<file path="src/sstat_regs.svh">
`ifndef SSTAT_REGS_SVH
`define SSTAT_REGS_SVH

// ==========================================================================
// Register geometry
// ==========================================================================
`define SSTAT_REG_WIDTH 16
`define SSTAT_BYTE_WIDTH 8

// ==========================================================================
// Operation group bit positions
// ==========================================================================
`define SSTAT_OP_LIST_RUNNING 14
`define SSTAT_OP_LIST_DONE 12
`define SSTAT_OP_SAMPLE_DONE 11
`define SSTAT_OP_CONST_CURRENT 10
`define SSTAT_OP_TRANSIENT_DONE 9
`define SSTAT_OP_CONST_VOLTAGE 8
`define SSTAT_OP_TRANSIENT_PRIMED 6
`define SSTAT_OP_AWAIT_TRIGGER 5
`define SSTAT_OP_SETTLING 1
`define SSTAT_OP_USED_MASK 16'h5F62

// ==========================================================================
// Questionable group bit positions
// ==========================================================================
`define SSTAT_QS_ABSORBING 14
`define SSTAT_QS_CURRENT_ERR 13
`define SSTAT_QS_VOLTAGE_ERR 12
`define SSTAT_QS_SLAVE_ERR 6
`define SSTAT_QS_THERMAL_ERR 3
`define SSTAT_QS_CURRENT_MODE_ERR 1
`define SSTAT_QS_VOLTAGE_MODE_ERR 0
`define SSTAT_QS_USED_MASK 16'h704B
`define SSTAT_QS_LATCH_MASK 16'h3000

// ==========================================================================
// Status byte summary positions
// ==========================================================================
`define SSTAT_SB_OPER_SUMMARY 7
`define SSTAT_SB_QUES_SUMMARY 3

// ==========================================================================
// Reset and preset values
// ==========================================================================
`define SSTAT_OP_ENAB_RESET 16'h0000
`define SSTAT_QS_ENAB_RESET 16'h0000
`define SSTAT_OP_ENAB_PRESET 16'h2001
`define SSTAT_QS_ENAB_PRESET 16'h00FF

`endif

</file>
<file path="src/sstat_pkg.sv">
package sstat_pkg;

    // ======================================================================
    // Host command codes
    // ======================================================================
    typedef enum logic [3:0] {
        SSTAT_CMD_OP_COND_QRY = 4'h0,
        SSTAT_CMD_OP_ENAB_WR = 4'h1,
        SSTAT_CMD_OP_ENAB_QRY = 4'h2,
        SSTAT_CMD_OP_EVENT_QRY = 4'h3,
        SSTAT_CMD_PRESET = 4'h4,
        SSTAT_CMD_QS_EVENT_QRY = 4'h5,
        SSTAT_CMD_QS_COND_QRY = 4'h6,
        SSTAT_CMD_QS_ENAB_WR = 4'h7,
        SSTAT_CMD_QS_ENAB_QRY = 4'h8
    } sstat_cmd_t;

    typedef logic [15:0] sstat_word_t;

endpackage

</file>
<file path="src/sstat_grp_if.sv">
`timescale 1ns/10ps

interface sstat_grp_if #(parameter int W = 16);
    logic [W-1:0] cond;
    logic [W-1:0] latch_mask;
    logic [W-1:0] enable;
    logic read_clear;
    logic [W-1:0] event_bits;
    logic summary;

    modport owner (
        output cond,
        output latch_mask,
        output enable,
        output read_clear,
        input event_bits,
        input summary
    );

    modport unit (
        input cond,
        input latch_mask,
        input enable,
        input read_clear,
        output event_bits,
        output summary
    );
endinterface

</file>
<file path="src/sstat_event_group.sv">
`timescale 1ns/10ps

module sstat_event_group #(
    parameter int W = 16
) (
    // Clock and reset
    input wire logic clock,
    input wire logic rstn,
    // Group link
    sstat_grp_if.unit grp
);

    typedef struct packed {
        logic [W-1:0] event_latch;
        logic [W-1:0] prev_cond;
    } sstat_grp_state_t;

    sstat_grp_state_t state_reg;
    sstat_grp_state_t state_next;
    logic [W-1:0] rise;

    // ======================================================================
    // Event latching
    // ======================================================================
    always_comb
    begin
        state_next = state_reg;
        rise = grp.cond & ~state_reg.prev_cond & grp.latch_mask;
        state_next.prev_cond = grp.cond;
        if (grp.read_clear)
        begin
            state_next.event_latch = '0;
        end
        state_next.event_latch = state_next.event_latch | rise;
    end

    always_ff @(posedge clock or negedge rstn)
    begin
        if (!rstn)
        begin
            state_reg <= '0;
        end
        else
        begin
            state_reg <= state_next;
        end
    end

    assign grp.event_bits = state_reg.event_latch;
    assign grp.summary = |(state_reg.event_latch & grp.enable);

endmodule

</file>
<file path="src/sstat_status_regs.sv">
`timescale 1ns/10ps
`include "sstat_regs.svh"

// How it works
// The operation condition register follows the present flags each cycle and is returned on query.
// Operation flags sit at bits 14, 12, 11, 10, 9, 8, 6, 5 and 1, all others unused.
// Status byte bit 7 is the OR of operation event bits enabled by the operation enable mask.
// Writing an integer loads the operation enable mask and its query returns it with unused bits cleared.
// The operation event register is read-only and latches every event until read.
// Reading the operation event register returns its value and then clears it.
// The preset command loads 8193 into the operation mask and 255 into the questionable mask.
// Only questionable bits 13 and 12 are latched into the questionable event register.
// Questionable condition bits 0 and 1 are never latched as events.
// Reading the questionable event register returns its value and then clears it.
// Questionable flags sit at bits 14, 13, 12, 6, 3, 1 and 0, all others unused.
// The questionable condition register shows present conditions unlatched, set meaning active.
// Questionable bits 1 and 0 are both set while the output settles.
// A set bit in any status or mask register means active or enabled.
// Status byte bit 3 is the OR of questionable event bits enabled by the questionable mask.
// Unused bit positions read as zero and ignore written values, except unused enable mask bits loaded by the preset command.
// An event bit sets when its condition rises and stays set until the event register is read.
module sstat_status_regs (
    // Clock and reset
    input wire logic clock,
    input wire logic rstn,
    // Operation flags
    input wire logic list_running_flag,
    input wire logic list_done_flag,
    input wire logic sample_done_flag,
    input wire logic constant_current_flag,
    input wire logic transient_done_flag,
    input wire logic constant_voltage_flag,
    input wire logic transient_primed_flag,
    input wire logic awaiting_trigger_flag,
    input wire logic settling_flag,
    // Questionable flags
    input wire logic absorbing_energy_flag,
    input wire logic current_error_flag,
    input wire logic voltage_error_flag,
    input wire logic slave_error_flag,
    input wire logic thermal_error_flag,
    input wire logic current_mode_error_flag,
    input wire logic voltage_mode_error_flag,
    // Host command port
    input wire logic cmd_valid,
    input wire sstat_pkg::sstat_cmd_t cmd_code,
    input wire logic [15:0] cmd_value,
    // Host answer port
    output logic resp_valid,
    output logic [15:0] resp_value,
    output logic cmd_error,
    // Status byte
    output logic [7:0] status_byte
);

    typedef struct packed {
        logic [15:0] op_enab;
        logic [15:0] qs_enab;
        logic resp_valid;
        logic [15:0] resp_value;
        logic cmd_error;
        logic [7:0] status_byte;
    } sstat_main_state_t;

    sstat_main_state_t state_reg;
    sstat_main_state_t state_next;
    sstat_pkg::sstat_word_t op_cond;
    sstat_pkg::sstat_word_t qs_cond;
    logic op_read;
    logic qs_read;

    sstat_grp_if #(.W(`SSTAT_REG_WIDTH)) op_grp ();
    sstat_grp_if #(.W(`SSTAT_REG_WIDTH)) qs_grp ();

    // ======================================================================
    // Condition assembly
    // ======================================================================
    always_comb
    begin
        op_cond = '0;
        op_cond[`SSTAT_OP_LIST_RUNNING] = list_running_flag;
        op_cond[`SSTAT_OP_LIST_DONE] = list_done_flag;
        op_cond[`SSTAT_OP_SAMPLE_DONE] = sample_done_flag;
        op_cond[`SSTAT_OP_CONST_CURRENT] = constant_current_flag;
        op_cond[`SSTAT_OP_TRANSIENT_DONE] = transient_done_flag;
        op_cond[`SSTAT_OP_CONST_VOLTAGE] = constant_voltage_flag;
        op_cond[`SSTAT_OP_TRANSIENT_PRIMED] = transient_primed_flag;
        op_cond[`SSTAT_OP_AWAIT_TRIGGER] = awaiting_trigger_flag;
        op_cond[`SSTAT_OP_SETTLING] = settling_flag;
        qs_cond = '0;
        qs_cond[`SSTAT_QS_ABSORBING] = absorbing_energy_flag;
        qs_cond[`SSTAT_QS_CURRENT_ERR] = current_error_flag;
        qs_cond[`SSTAT_QS_VOLTAGE_ERR] = voltage_error_flag;
        qs_cond[`SSTAT_QS_SLAVE_ERR] = slave_error_flag;
        qs_cond[`SSTAT_QS_THERMAL_ERR] = thermal_error_flag;
        qs_cond[`SSTAT_QS_CURRENT_MODE_ERR] = current_mode_error_flag | settling_flag;
        qs_cond[`SSTAT_QS_VOLTAGE_MODE_ERR] = voltage_mode_error_flag | settling_flag;
    end

    // ======================================================================
    // Event groups
    // ======================================================================
    assign op_read = cmd_valid && (cmd_code == sstat_pkg::SSTAT_CMD_OP_EVENT_QRY);
    assign qs_read = cmd_valid && (cmd_code == sstat_pkg::SSTAT_CMD_QS_EVENT_QRY);

    assign op_grp.cond = op_cond;
    assign op_grp.latch_mask = `SSTAT_OP_USED_MASK;
    assign op_grp.enable = state_reg.op_enab;
    assign op_grp.read_clear = op_read;

    assign qs_grp.cond = qs_cond;
    assign qs_grp.latch_mask = `SSTAT_QS_LATCH_MASK;
    assign qs_grp.enable = state_reg.qs_enab;
    assign qs_grp.read_clear = qs_read;

    sstat_event_group #(
        .W(`SSTAT_REG_WIDTH)
    ) u_op_group (
        .clock(clock),
        .rstn(rstn),
        .grp(op_grp.unit)
    );

    sstat_event_group #(
        .W(`SSTAT_REG_WIDTH)
    ) u_qs_group (
        .clock(clock),
        .rstn(rstn),
        .grp(qs_grp.unit)
    );

    // ======================================================================
    // Command decode and answers
    // ======================================================================
    always_comb
    begin
        state_next = state_reg;
        state_next.resp_valid = 1'b0;
        state_next.cmd_error = 1'b0;
        state_next.status_byte = '0;
        state_next.status_byte[`SSTAT_SB_OPER_SUMMARY] = op_grp.summary;
        state_next.status_byte[`SSTAT_SB_QUES_SUMMARY] = qs_grp.summary;
        if (cmd_valid)
        begin
            state_next.resp_valid = 1'b1;
            state_next.resp_value = '0;
            case (cmd_code)
                sstat_pkg::SSTAT_CMD_OP_COND_QRY:
                begin
                    state_next.resp_value = op_cond;
                end
                sstat_pkg::SSTAT_CMD_OP_ENAB_WR:
                begin
                    state_next.op_enab = cmd_value & `SSTAT_OP_USED_MASK;
                end
                sstat_pkg::SSTAT_CMD_OP_ENAB_QRY:
                begin
                    state_next.resp_value = state_reg.op_enab;
                end
                sstat_pkg::SSTAT_CMD_OP_EVENT_QRY:
                begin
                    state_next.resp_value = op_grp.event_bits;
                end
                sstat_pkg::SSTAT_CMD_PRESET:
                begin
                    state_next.op_enab = `SSTAT_OP_ENAB_PRESET;
                    state_next.qs_enab = `SSTAT_QS_ENAB_PRESET;
                end
                sstat_pkg::SSTAT_CMD_QS_EVENT_QRY:
                begin
                    state_next.resp_value = qs_grp.event_bits;
                end
                sstat_pkg::SSTAT_CMD_QS_COND_QRY:
                begin
                    state_next.resp_value = qs_cond;
                end
                sstat_pkg::SSTAT_CMD_QS_ENAB_WR:
                begin
                    state_next.qs_enab = cmd_value & `SSTAT_QS_USED_MASK;
                end
                sstat_pkg::SSTAT_CMD_QS_ENAB_QRY:
                begin
                    state_next.resp_value = state_reg.qs_enab;
                end
                default:
                begin
                    state_next.resp_valid = 1'b0;
                    state_next.cmd_error = 1'b1;
                end
            endcase
        end
    end

    always_ff @(posedge clock or negedge rstn)
    begin
        if (!rstn)
        begin
            state_reg.op_enab <= `SSTAT_OP_ENAB_RESET;
            state_reg.qs_enab <= `SSTAT_QS_ENAB_RESET;
            state_reg.resp_valid <= 1'b0;
            state_reg.resp_value <= '0;
            state_reg.cmd_error <= 1'b0;
            state_reg.status_byte <= '0;
        end
        else
        begin
            state_reg <= state_next;
        end
    end

    // ======================================================================
    // Outputs
    // ======================================================================
    assign resp_valid = state_reg.resp_valid;
    assign resp_value = state_reg.resp_value;
    assign cmd_error = state_reg.cmd_error;
    assign status_byte = state_reg.status_byte;

endmodule

</file>
<file path="config.mk">
export PLATFORM = sky130hd
export DESIGN_NAME = sstat_status_regs
export DESIGN_NICKNAME = d
export VERILOG_FILES = /design/src/sstat_pkg.sv /design/src/sstat_grp_if.sv /design/src/sstat_event_group.sv /design/src/sstat_status_regs.sv
export VERILOG_INCLUDE_DIRS = /design/src
export SDC_FILE = /design/constraint.sdc
export NUM_CORES = 1
export LEC_CHECK = 0
export ABC_AREA = 0
export BUFFER_PORTS_ARGS = -buffer_cell sky130_fd_sc_hd__buf_2
export CORE_ASPECT_RATIO = 2
export CORE_MARGIN = 1
export CORE_UTILIZATION = 53
export DETAILED_ROUTE_END_ITERATION = 10
export PLACE_DENSITY = 0.83
export SLEW_MARGIN = 10
export SYNTH_ARGS = -nofsm -noshare
export SYNTH_HDL_FRONTEND = slang
export SYNTH_SLANG_ARGS = --single-unit
</file>
<file path="constraint.sdc">
create_clock -name clock -period 1.79 [get_ports clock]
set_input_delay 0 -clock clock [delete_from_list [all_inputs] [get_ports clock]]
set_output_delay 0 -clock clock [all_outputs]
set_load 0.02 [all_outputs]
</file>
Word level (Yosys, flattened, before mapping) --
Index checks and enable logic that the tools add are counted.
Storage, ports and cells: bits in registers 99, logic and storage cells 46, input port bits 39
Cells by class: reductions and logical operators 10, equal/unequal tests 8, bitwise operators 10, mux-type cells 8
Operators by type and width (count):
- $pmux 16 s6 | 1
- $pmux 16 s2 | 2
- $and 16x16->16 | 2
- $mux 16 | 2
- $reduce_or 16->1 | 2
- $mux 18 | 1
- $eq 4x3->1 const B | 4
- $or 16x14->16 | 1
- $or 16x15->16 | 1
- $and 15x15->15 | 1
- $not 15->15 | 1
- $and 14x14->14 | 1
- $not 14->14 | 1
- $reduce_or 9->1 | 1
- $eq 4x2->1 const B | 2
- $eq 4x1->1 const B | 1
- $eq 4x4->1 const B | 1
- $logic_not 4->1 | 1
- $reduce_and 2->1 | 2
- $reduce_bool 2->1 | 2
- $logic_and 1x1->1 | 2
- $mux 1 | 2
- $or 1x1->1 | 2

Depth between registers and ports, before layout --
Gate-level depths: netlist of the first run.
word-level depth 4, depth in mapped cells 6, gate-level depth less buffers 4

Modules after synthesis --
A second synthesis of the first run with hierarchy kept.
Second synthesis, totals: cell total of the unflattened synthesis 435, area, all modules 4767.1 um^2
By module, submodules not included:
- sstat_event_group | cells an instance 106, area each 1249.9 um^2, instances 2
- sstat_status_regs | cells an instance 223, area each 2267.2 um^2, instances 1

Least setup slack after synthesis of the first run --
OpenSTA, ideal clock, no wires.
path type register to register, from reg u_op_group.state_reg (netlist bit u_op_group.grp.event_bits[12]), to reg, netlist name resp_value[12], arrival time 862 ps, setup slack 788 ps, required time 1650 ps, cell stages (with the launch flop) 4, cells stage by stage dfrtp_1 > mux2_2 > a22oi_1 > a41oi_1
On the way: longest elaborated chain between the ends 1
RTL lines:
- from (decl) | RTL line sstat_event_group.sv:18 | sstat_grp_state_t state_reg;
- from (signal assigned) | RTL line sstat_event_group.sv:45 | state_reg <= state_next;
- $pmux 16 s6 | RTL line sstat_status_regs.sv:147 | case (cmd_code)
No other way between the ends. A chain may end at the register's enable or synchronous reset.

Worst setup path after layout of the first run --
from reg state_reg (netlist bit op_grp.enable[14]), to reg, netlist name resp_value[14]
On the way: longest elaborated chain between the ends 1
RTL lines:
- from (decl) | RTL line sstat_status_regs.sv:65 | sstat_main_state_t state_reg;
- from (signal assigned) | RTL line sstat_status_regs.sv:207 | state_reg <= state_next;
- $pmux 16 s6 | RTL line sstat_status_regs.sv:147
No other way between the ends.

==> Flow_metrics.wiki, run 1 <==
{| class="wikitable"
! Metric !! Value
|-
| Result of the run || completed
|-
| Synthesized area per cell || between 10 and 15 µm²
|-
| Synthesis-stage register bit count || 57
|-
| Hold path depth || 3
|-
| Class of the tightest hold or removal check || input port to flop
|-
| Met2 usage || between 40 and 50%
|-
| Number of detailed-routing iterations run before antenna repair || 4
|-
| Met1 Resource Use GR || 33.66%
|-
| Source-to-sink clock delay at the later pin of the worst-skew pair || 0.35 ns
|-
| # diodes || 0
|-
| Via count of the first global-routing pass || approximately 2300
|-
| Max rail drop VDD || 0.9621 mV
|-
| Share of Yosys cell area claimed by the top area cell type || 51.96%
|-
| Chip height || a little over 100 µm
|-
| Wire length of the first global-routing pass || 11370 µm
|-
| Via density per instance || 5.888
|-
| Number of cells in the design after placement || roughly 350
|-
| Cell row count || 36
|-
| Maximum number of pins on one net before global-route repair || 58
|-
| I/O pin count || between 60 and 70
|-
| Busiest grt layer || met2
|-
| Cell at the slowest stage of the critical path || a222oi_1
|-
| Required @ worst endpoint || 2.00 ns
|-
| Number of flip-flops in the largest register || 13
|-
| Worst setup timing slack at the placement stage || 0.1827 ns
|-
| Detailed-route via count || 2255
|-
| Cell count after synthesis || between 200 and 250
|-
| Final setup violation count || 0
|-
| Seq/Total Area, Yosys || about half
|-
| Total Wirelength || 7017 µm
|-
| Crit path buffers/inverters || 0
|-
| Clock transition at the register clock pins on the worst setup and hold paths after CTS || 0.07 ns
|-
| Overall track demand over capacity in global routing || 29.31%
|-
| CP Max Fanout || 3
|-
| Slew HR || 52.69%
|-
| R2r endpoint || resp_value[14]$_DFFE_PN0P_
|-
| Leakage || about 0.0016 µW
|-
| Internal || about 2800 µW
|-
| Max clock buf depth || 2
|-
| DRC violations left || 0
|-
| Number of buffers created by CTS || 9
|-
| Stage delay of the slowest cell on the critical path || around 0.55 ns
|-
| Fraction of final layout cells sized beyond drive strength 1 || around 30%
|-
| Commonest cells after routing, fill and taps aside || dfrtp_1, buf_2, nand2_1
|-
| Die X || ~53 µm
|-
| Iteration-0 DRC Markers || 103
|-
| Most frequent standard cell in the layout excluding fill and tap cells || dfrtp_1
|-
| Max-cap violations || 0
|-
| Worst setup slack after layout || just over 0.4 ns
|-
| Part of the power in registers || just over 40%
|-
| Count of endpoints failing hold in the final timing report || 0
|-
| Series of cell instances along the critical path || nand2_1 > o21ai_0 > a222oi_1 > o2bb2ai_1
|-
| Setup total negative slack || 0 ns
|-
| Startpoint type of the worst setup path || flop
|-
| Largest Register || resp_value
|-
| Dominant delay contributor by cell family on the critical path || compound AO/OA/AOI/OAI gates
|-
| Overflow left after global routing || 0
|-
| RSZ-0062 raised after global routing || no
|-
| R2r startpoint || op_grp.enable[14]$_DFFE_PN0P_
|-
| Min cycle time layout || around 1.4 ns
|-
| Setup fix buffers added after clock tree synthesis || 0
|-
| Worst Max-Slew Pin Slew || between 0.7 and 0.8 ns
|-
| Design area || between 3000 and 4000 µm²
|-
| Switching fraction of total power || 24.59%
|-
| H-tree depth || 3
|-
| Largest cells by area after synthesis || dfrtp_1, a22o_1, buf_4
|-
| Synthesized cell area || between 2000 and 3000 µm²
|-
| TritonCTS clock tree || built
|-
| Post-DR wirelength/cell || roughly 18 µm
|-
| R2r worst-path depth || 4
|-
| Power consumption || 3691 µW
|-
| Element type at the critical path end || flop
|-
| Placed cell areas || ~3000 µm²
|-
| Setup Crit Path Kind || flop to flop
|-
| Initial Utilization || approximately 56%
|-
| Layout area overhead || 26.30%
|-
| Finished Layout Cells || approximately 380
|-
| Synth unique cells || 50
|-
| Cell Pwr Density || around 1100 nW/µm²
|-
| CORE AREA || around 4900 µm²
|-
| Hold Path End || resp_value[3]$_DFFE_PN0P_
|-
| Launch point of the worst hold path || thermal_error_flag
|-
| Setup slack on the worst flop-to-flop path || slightly above 0.4 ns
|-
| Switching power || a little over 900 µW
|-
| Final Slew Violations || 0
|-
| Placer Congestion || ~0.92
|-
| Die ar. || between 5000 and 6000 µm²
|-
| Clock share of power || 45.1%
|-
| Achievable frequency || between 700 and 800 MHz
|-
| Clock Sinks || 57
|-
| Cell at the root of the clock tree || clkbuf_8
|-
| Signal arrival time at the worst endpoint || around 1.6 ns
|-
| Setup skew after layout || 0.006865 ns
|-
| Number of hold buffers added after cts || 21
|-
| GR Util met3 || approximately 7.5%
|-
| Post-CTS sizing || 0
|-
| Initial antenna violation count || 0
|-
| Yosys warning total || 0
|-
| Synth area leader || dfrtp_1
|-
| Combinational power share || between 10 and 15%
|-
| Port-buffer cells || 53
|-
| DP Wirelength || between 4000 and 5000 µm
|-
| Fraction of the cycle the final worst path needs || 77.30%
|-
| Final net count || between 300 and 400
|-
| Post-detailed-route count of antenna-violating nets || 0
|}
[worst max-delay path by stage]
stage,startpoint,endpoint,slack (ns),cells past startpoint
after floorplan,u_op_group.grp.event_bits[12]$_DFF_PN0_,resp_value[12]$_DFFE_PN0P_,0.79,3
after global placement,cmd_code[3],resp_value[3]$_DFFE_PN0P_,0.24,5
after detailed placement,cmd_code[3],resp_value[3]$_DFFE_PN0P_,0.18,5
after CTS,op_grp.enable[6]$_DFFE_PN0P_,resp_value[6]$_DFFE_PN0P_,0.45,4
after global routing,op_grp.enable[14]$_DFFE_PN0P_,resp_value[14]$_DFFE_PN0P_,0.40,4
final,op_grp.enable[14]$_DFFE_PN0P_,resp_value[14]$_DFFE_PN0P_,0.41,4
[logic make-up (layout without fill, tap and decap cells)]
group,count (synthesis),count (layout),share of synthesized area (%)
flops,57,57,51.96
buf+inv,36,109,7.794
simple gates,66,66,14.36
mux,6,6,2.461
compound gates,81,81,23.29
other cells,1,7,0.1366
[layer usage]
layer  up-vias  routed length [µm]
met1      1115                2620
met5         -                   0
li1       1031                   -
met4         0                 302
met2        91                3804
met3        18                 289
[area by class of cell]
cell class	instances	area, µm²
fillers	364	1443
well taps	57	71.32
clock inverters	5	125.1
clock buffers	11	151.4
flip-flops and latches	57	1426
inverters	14	52.55
repair buffers	79	513.0
multi-input cells	160	1127
[synth_stat cells, drive strengths merged]
library cell / n
a22oi: 6
a31oi: 1
and2: 1
o32ai: 1
clkbuf: 2
nand4: 1
a211oi: 1
a22o: 17
a21o: 1
nor2: 14
nor3: 2
nor4: 1
o21a: 1
nor2b: 3
nand3: 2
a221oi: 2
nor3b: 2
nor4b: 1
a32oi: 1
o211ai: 1
o21ai: 21
o22ai: 4
and4bb: 1
and3: 6
a41oi: 1
nand3b: 1
inv: 14
dfrtp: 57
or2: 2
o31ai: 1
nand2: 22
a21oi: 5
o2bb2ai: 14
conb: 1
mux2: 6
nand2b: 5
buf: 20
a222oi: 3
and2b: 2
[worst reg2reg max path, delay by kind of cell, from the launching register on]
family,cells,cell delay [ns]
AOI/OAI and AO/OA,3,0.76
DFF,1,0.40
and+or+nand+nor,1,0.08
[power groups by stage]
stage / registers (µW) / logic [µW] / clock network (µW)
floorplan: 1530 / 304 / 0
global placement: 1530 / 461 / 0
detailed placement: 1530 / 472 / 0
CTS: 1510 / 511 / 1680
global route: 1520 / 562 / 1740
finish: 1510 / 513 / 1660
[per-stage QoR]
stage	hold WS (ns)	utilization (%)
global placement	0.1237	60.70
finish	0.01735	70.62
detailed placement	0.1240	60.70
floorplan	-0.2956	-
global route	0.03476	70.62
CTS	0.005770	70.62
Note: power is estimated with default switching activity, not from simulation.
==> inputs of run 2 (changes only) <==
--- a/config.mk
+++ b/config.mk
@@ -10,9 +10,9 @@
 export BUFFER_PORTS_ARGS = -buffer_cell sky130_fd_sc_hd__buf_2
 export CORE_ASPECT_RATIO = 2
 export CORE_MARGIN = 1
-export CORE_UTILIZATION = 53
+export CORE_UTILIZATION = 48
 export DETAILED_ROUTE_END_ITERATION = 10
-export PLACE_DENSITY = 0.83
+export PLACE_DENSITY = 0.79
 export SLEW_MARGIN = 10
 export SYNTH_ARGS = -nofsm -noshare
 export SYNTH_HDL_FRONTEND = slang
==> constraint.sdc (replaced) <==
create_clock -name clock -period 1.1 [get_ports clock]
set_input_delay 0 -clock clock [delete_from_list [all_inputs] [get_ports clock]]
set_output_delay 0 -clock clock [all_outputs]
set_load 0.02 [all_outputs]
==> run 2 against run 1 <==
  * The run now ends with setup timing left
  * Core utilization is 0.73 points lower
  * First-iteration DRC count is 23% higher
  * Clock-buffer cell count is 1 higher
  * Cell area is 10% higher
  * Worst setup slack worse by 0.63 ns
  * Wire length is 11% higher
  * Sequential share of layout area is 3.8 points lower
  * Cell count is 12% higher
  * Fmax is 4.8% higher
  * Die area is 10% higher
  * Worst hold slack better by 0.022 ns
  * Critical path type unchanged
  * Highest routed layer unchanged
==> Flow_metrics.wiki, run 2 (synthesis results as in run 1) <==
{| class="wikitable"
! Metric !! Value
|-
| Post-detailed-route count of antenna-violating nets || 0 (unchanged)
|-
| Final Slew Violations || 0 (unchanged)
|-
| Min cycle time layout || 1.321 ns (-0.06319 ns)
|-
| Leakage || 0.001851 µW (+12%)
|-
| Register cell area after layout || 1426 µm² (unchanged)
|-
| Required @ worst endpoint || 1.32 ns (-0.68 ns)
|-
| CP Max Fanout || 2 (-1)
|-
| Via density per instance || 5.588 (-5.1%)
|-
| Max-cap violations || 0 (unchanged)
|-
| Total Wirelength || 7765 µm (+11%)
|-
| Die X || 55.48 µm (+4.9%)
|-
| Die ar. || 6044 µm² (+10%)
|-
| Cell Pwr Density || 1506 nW/µm² (+41%)
|-
| Wire length of the first global-routing pass || 12300 µm (+8.1%)
|-
| Final net count || 404 (+12%)
|-
| Achievable frequency || 757.3 MHz (+4.8%)
|-
| Worst Max-Slew Pin Slew || 0.5445 ns (-0.1651 ns)
|-
| Initial antenna violation count || 0 (unchanged)
|-
| Finished Layout Cells || 430 (+12%)
|-
| Slew HR || 63.70% (+11 points)
|-
| Crit path buffers/inverters || 0 (unchanged)
|-
| Placer Congestion || 0.9751 (+6.2%)
|-
| Overall track demand over capacity in global routing || 27.90% (-1.4 points)
|-
| # diodes || 0 (unchanged)
|-
| Chip height || 109.0 µm (+5.0%)
|-
| Port-buffer cells || 53 (unchanged)
|-
| Number of cells in the design after placement || 390 (+13%)
|-
| Failing checks || setup timing
|-
| Iteration-0 DRC Markers || 127 (+23%)
|-
| Overflow left after global routing || 0 (unchanged)
|-
| Startpoint type of the worst setup path || flop
|-
| Largest Register || resp_value
|-
| Fraction of final layout cells sized beyond drive strength 1 || 39.46% (+9.7 points)
|-
| Clock transition at the register clock pins on the worst setup and hold paths after CTS || 0.07 ns (about the same)
|-
| Commonest cells after routing, fill and taps aside || dfrtp_1, buf_2, buf_4
|-
| Most frequent standard cell in the layout excluding fill and tap cells || dfrtp_1
|-
| Result of the run || finished with violations
|-
| Number of fill cells in the layout || 415 (+14%)
|-
| Number of flip-flops in the largest register || 13 (unchanged)
|-
| Fraction of the cycle the final worst path needs || 120.0% (+43 points)
|-
| Clock Sinks || 57 (unchanged)
|-
| Class of the tightest hold or removal check || input port to flop
|-
| Post-DR wirelength/cell || 18.06 µm (-1.4%)
|-
| Signal arrival time at the worst endpoint || 1.54 ns (-0.05 ns)
|-
| DP Wirelength || 5672 µm (+19%)
|-
| Layout area overhead || 39.20%
|-
| Worst setup slack after layout || -0.2205 ns (-0.6268 ns)
|-
| DRC violations left || 0 (unchanged)
|-
| Number of detailed-routing iterations run before antenna repair || 6 (+2)
|-
| Element type at the critical path end || flop
|-
| Cell row count || 38 (+5.6%)
|-
| Maximum number of pins on one net before global-route repair || 58 (unchanged)
|-
| Setup Crit Path Kind || flop to flop
|-
| Setup skew after layout || 0.005568 ns (-0.001296 ns)
|-
| Setup total negative slack || -0.5767 ns (-0.5767 ns)
|-
| Cell at the root of the clock tree || clkbuf_8
|-
| Series of cell instances along the critical path || nand2_1 > o21ai_2 > a222oi_1 > o2bb2ai_1
|-
| Utilization after layout || 69.89% (-0.73 points)
|-
| CORE AREA || 5468 µm² (+11%)
|-
| I/O pin count || 65 (unchanged)
|-
| Dominant delay contributor by cell family on the critical path || compound AO/OA/AOI/OAI gates
|-
| Initial Utilization || 50.21% (-5.7 points)
|-
| Stage delay of the slowest cell on the critical path || 0.51 ns (-0.04 ns)
|-
| Combined area of the multi-input logic cells || 1166 µm² (+3.4%)
|-
| Via count of the first global-routing pass || 2483 (+10%)
|-
| Cell at the slowest stage of the critical path || a222oi_1
|-
| Count of endpoints failing hold in the final timing report || 0 (unchanged)
|-
| Detailed-route via count || 2403 (+6.6%)
|-
| Max rail drop VDD || 1.570 mV (+63%)
|-
| Source-to-sink clock delay at the later pin of the worst-skew pair || 0.34 ns (about the same)
|-
| Max clock buf depth || 2 (unchanged)
|-
| TritonCTS clock tree || built
|-
| Number of buffers created by CTS || 9 (unchanged)
|-
| H-tree depth || 3 (unchanged)
|-
| Final setup violation count || 4 (+4)
|-
| RSZ-0062 raised after global routing || yes
|}
## run 2: through the flow
stage | hold WS (ns) | area (µm²) | total power (µW) | setup WS, ns
floorplan | -0.2956 | 2768 | 2979 | 0.09763
global placement | 0.02097 | 3317 | 3415 | -0.2637
detailed placement | 0.02225 | 3317 | 3445 | -0.2840
CTS | 0.03759 | 3792 | 5760 | -0.1881
global route | 0.07531 | 3821 | 5975 | -0.2529
finish | 0.03926 | 3821 | 5755 | -0.2205
## run 2: what timing repair did
action | CTS | global route
hold buffers | 22 | 0
pin swaps | 4 | 9
gates resized for setup | 5 | 5
setup endpoints to repair | 4 | 7
setup buffers | 1 | 1
hold endpoints to repair | 93 | 0
## run 2: per-layer routing
layer,track usage (%),vias to the layer above,share of wire [%]
met5,0,-,0
met4,16.96,0,4.0
met3,6.050,22,4.6
met2,49.23,104,55
met1,30.16,1158,36
li1,-,1119,-
## run 2: final cells by class
cell class / count / area share (%)
inverter: 14 / 1.375
timing repair buffer: 123 / 22.79
clock buffer: 12 / 4.060
sequential: 57 / 37.33
multi-input combinational: 160 / 30.52
tap: 60 / 1.965
clock inverter: 4 / 1.965
## run 2: where the power goes
| group | switching (µW) | internal (µW) | leakage, µW | total (µW) |
|---|---|---|---|---|
| clock | 843 | 1400 | 0.000109 | 2240 |
| sequential | 170 | 2290 | 0.000673 | 2460 |
| combinational | 518 | 533 | 0.00107 | 1050 |
| total | 1530 | 4220 | 0.00185 | 5750 |
## run 2: worst paths after layout
check                                                  startpoint                                      to  slack [ns]  depth (start not counted)
worst min-delay path                           thermal_error_flag               resp_value[3]$_DFFE_PN0P_        0.04                          3
worst max-delay path                op_grp.enable[14]$_DFFE_PN0P_              resp_value[14]$_DFFE_PN0P_       -0.22                          4
max in group asynchronous                                    rstn  u_op_group.grp.event_bits[6]$_DFF_PN0_        0.66                          3
worst min register to register  u_op_group.state_reg[1]$_DFF_PN0_  u_op_group.grp.event_bits[1]$_DFF_PN0_        0.42                          1
min in group asynchronous                                    rstn                     cmd_error$_DFF_PN0_        0.18                          3
worst max register to register      op_grp.enable[14]$_DFFE_PN0P_              resp_value[14]$_DFFE_PN0P_       -0.22                          4
## run 2: tightest hold or removal path: cells and delay by family
kind                   cells  cell delay, ns
AO/OA/AOI/OAI              2            0.26
buffers and inverters      1            0.09
==> inputs of run 3 (changes only) <==
--- a/config.mk
+++ b/config.mk
@@ -8,9 +8,11 @@
 export LEC_CHECK = 0
 export ABC_AREA = 0
 export BUFFER_PORTS_ARGS = -buffer_cell sky130_fd_sc_hd__buf_2
+export CELL_PAD_IN_SITES_DETAIL_PLACEMENT = 0
+export CELL_PAD_IN_SITES_GLOBAL_PLACEMENT = 1
 export CORE_ASPECT_RATIO = 2
 export CORE_MARGIN = 1
-export CORE_UTILIZATION = 48
+export CORE_UTILIZATION = 37
 export DETAILED_ROUTE_END_ITERATION = 10
 export PLACE_DENSITY = 0.79
 export SLEW_MARGIN = 10
==> run 3 against run 2 <==
  * The flow still finishes with violations (setup timing)
  * Worst hold slack gained 0.0073 ns
  * Cell area grew 5.0%
  * Die area grew 29%
==> Flow_metrics.wiki, run 3 (synthesis results as in run 1) <==
{| class="wikitable"
! Metric !! Value
|-
| Result of the run || finished with violations
|-
| Failing checks || setup timing
|-
| Via count of the first global-routing pass || 2374 (-4.4%)
|-
| TritonCTS clock tree || built
|-
| Via density per instance || 5.186 (-7.2%)
|-
| Signal arrival time at the worst endpoint || 1.54 ns (about the same)
|-
| Overall track demand over capacity in global routing || 21.44% (-6.5 points)
|-
| CP Max Fanout || 2 (unchanged)
|-
| Final Slew Violations || 0 (unchanged)
|-
| Source-to-sink clock delay at the later pin of the worst-skew pair || 0.32 ns (-0.02 ns)
|-
| I/O pin count || 65 (unchanged)
|-
| Hold_ws || 0.04658 ns (+0.007325 ns)
|-
| Class of the tightest hold or removal check || input port to flop
|-
| Design area || 4014 µm² (+5.0%)
|-
| Element type at the critical path end || flop
|-
| Fraction of the cycle the final worst path needs || 120.9% (+0.83 points)
|-
| Chip height || 123.8 µm (+14%)
|-
| Startpoint type of the worst setup path || flop
|-
| Stage delay of the slowest cell on the critical path || 0.40 ns (-0.11 ns)
|-
| Commonest cells after routing, fill and taps aside || dfrtp_1, buf_2, buf_4
|-
| Max rail drop VDD || 0.7575 mV (-52%)
|-
| Number of fill cells in the layout || 644 (+55%)
|-
| RSZ-0062 raised after global routing || yes
|-
| Setup skew after layout || 0.004462 ns (-0.001106 ns)
|-
| # diodes || 0 (unchanged)
|-
| Initial Utilization || 38.06% (-12 points)
|-
| Worst setup slack after layout || -0.2297 ns (-0.009179 ns)
|-
| Largest Register || resp_value
|-
| Final net count || 404 (unchanged)
|-
| Final setup violation count || 3 (-1)
|-
| Post-DR wirelength/cell || 16.82 µm (-6.9%)
|-
| Cell row count || 44 (+16%)
|-
| DRC violations left || 0 (unchanged)
|-
| H-tree depth || 3 (unchanged)
|-
| Clock Sinks || 57 (unchanged)
|-
| Initial antenna violation count || 0 (unchanged)
|-
| Cell at the root of the clock tree || clkbuf_16
|-
| Total Wirelength || 7771 µm (about the same)
|-
| Fraction of final layout cells sized beyond drive strength 1 || 40.81% (+1.4 points)
|-
| Clock transition at the register clock pins on the worst setup and hold paths after CTS || 0.05 ns (-0.02 ns)
|-
| Max-cap violations || 0 (unchanged)
|-
| Max clock buf depth || 2 (unchanged)
|-
| Overflow left after global routing || 0 (unchanged)
|-
| Detailed-route via count || 2396 (-0.29%)
|-
| Dominant delay contributor by cell family on the critical path || compound AO/OA/AOI/OAI gates
|-
| CORE AREA || 7212 µm² (+32%)
|-
| Placed cell areas || 3377 µm² (+1.8%)
|-
| Power consumption || 6785 µW (+18%)
|-
| Die ar. || 7788 µm² (+29%)
|-
| Most frequent standard cell in the layout excluding fill and tap cells || dfrtp_1
|-
| DP Wirelength || 5770 µm (+1.7%)
|-
| Number of buffers created by CTS || 9 (unchanged)
|-
| Die X || 62.91 µm (+13%)
|-
| Cell at the slowest stage of the critical path || dfrtp_1
|-
| Achievable frequency || 752.0 MHz (-0.69%)
|-
| Setup Crit Path Kind || flop to flop
|-
| Required @ worst endpoint || 1.31 ns (about the same)
|-
| Leakage || 0.001920 µW (+3.7%)
|-
| Layout area overhead || 46.22%
|-
| Placer Congestion || 0.8811 (-9.6%)
|-
| Wire length of the first global-routing pass || 12050 µm (-2.0%)
|-
| Min cycle time layout || 1.330 ns (+0.009179 ns)
|-
| Number of detailed-routing iterations run before antenna repair || 4 (-2)
|-
| Post-detailed-route count of antenna-violating nets || 0 (unchanged)
|-
| Count of endpoints failing hold in the final timing report || 0 (unchanged)
|-
| Crit path buffers/inverters || 1 (+1)
|-
| Cell Pwr Density || 1691 nW/µm² (+12%)
|-
| Series of cell instances along the critical path || a22o_1 > a222oi_1 > buf_4 > o2bb2ai_2
|-
| Iteration-0 DRC Markers || 135 (+6.3%)
|-
| Number of flip-flops in the largest register || 13 (unchanged)
|-
| Maximum number of pins on one net before global-route repair || 58 (unchanged)
|-
| Port-buffer cells || 53 (unchanged)
|}
[run 3: cell count changes in the layout (fill, tap and decap cells not counted), sizes merged]
cell / delta
clkbuf: -2
clkinv: +2
buf: +1
bufinv: +1
clkinvlp: -1
dlygate4sd3: -1
[run 3: worst paths after layout]
| path | from | to | slack (ns) | cells after the start |
|---|---|---|---|---|
| worst max-delay path | u_op_group.grp.event_bits[6]$_DFF_PN0_ | resp_value[6]$_DFFE_PN0P_ | -0.23 | 4 |
| worst min-delay path | thermal_error_flag | resp_value[3]$_DFFE_PN0P_ | 0.05 | 3 |
| worst max register to register | u_op_group.grp.event_bits[6]$_DFF_PN0_ | resp_value[6]$_DFFE_PN0P_ | -0.23 | 4 |
| worst min register to register | u_op_group.state_reg[8]$_DFF_PN0_ | u_op_group.grp.event_bits[8]$_DFF_PN0_ | 0.42 | 1 |
| max in group asynchronous | rstn | resp_value[14]$_DFFE_PN0P_ | 0.63 | 3 |
| min in group asynchronous | rstn | u_op_group.state_reg[14]$_DFF_PN0_ | 0.20 | 3 |
[run 3: through the flow]
stage	worst slack, ns	util, %	TNS [ns]	std cells
CTS	-0.2774	55.00	-0.4589	461
detailed placement	-0.3137	46.83	-4.319	423
finish	-0.2297	55.66	-0.4952	462
floorplan	0.09763	-	0	253
global route	-0.3179	55.66	-0.7311	462
global placement	-0.2777	46.83	-3.046	423
[run 3: report_power, final]
part	internal (µW)	switching, µW
Clock	2280	974
Combinational	549	520
Sequential	2300	168
Total	5120	1660
[run 3: layout make-up]
cell class | instances | area (µm²) | share of cell area [%]
tap | 92 | 115.1 | 2.868
timing repair buffer | 123 | 884.6 | 22.04
sequential | 57 | 1426 | 35.54
clock buffer | 10 | 239.0 | 5.954
multi-input combinational | 160 | 1181 | 29.43
inverter | 14 | 52.55 | 1.309
clock inverter | 6 | 115.1 | 2.868
[run 3: worst register-to-register path, delay by kind of cell (launching register included)]
kind	cells	cell delay, ns
AO/OA/AOI/OAI	3	0.63
buffers and inverters	1	0.20
flip-flops	1	0.40
[run 3: what timing repair did]
item,4_1_cts,5_1_grt
gates resized for setup,4,11
pin swaps,5,7
endpoints found under the hold margin,90,0
hold buffers,21,0
buffers inserted,1,1
endpoints found under the setup margin,5,8
[run 3: metal layers]
| layer | vias to the layer above | GRT usage, % | wire (µm) |
|---|---|---|---|
| met5 | - | 0 | 0 |
| met4 | 0 | 15.26 | 436 |
| met3 | 24 | 4.487 | 269 |
| met2 | 83 | 37.50 | 4207 |
| met1 | 1170 | 22.61 | 2857 |
| li1 | 1119 | - | - |
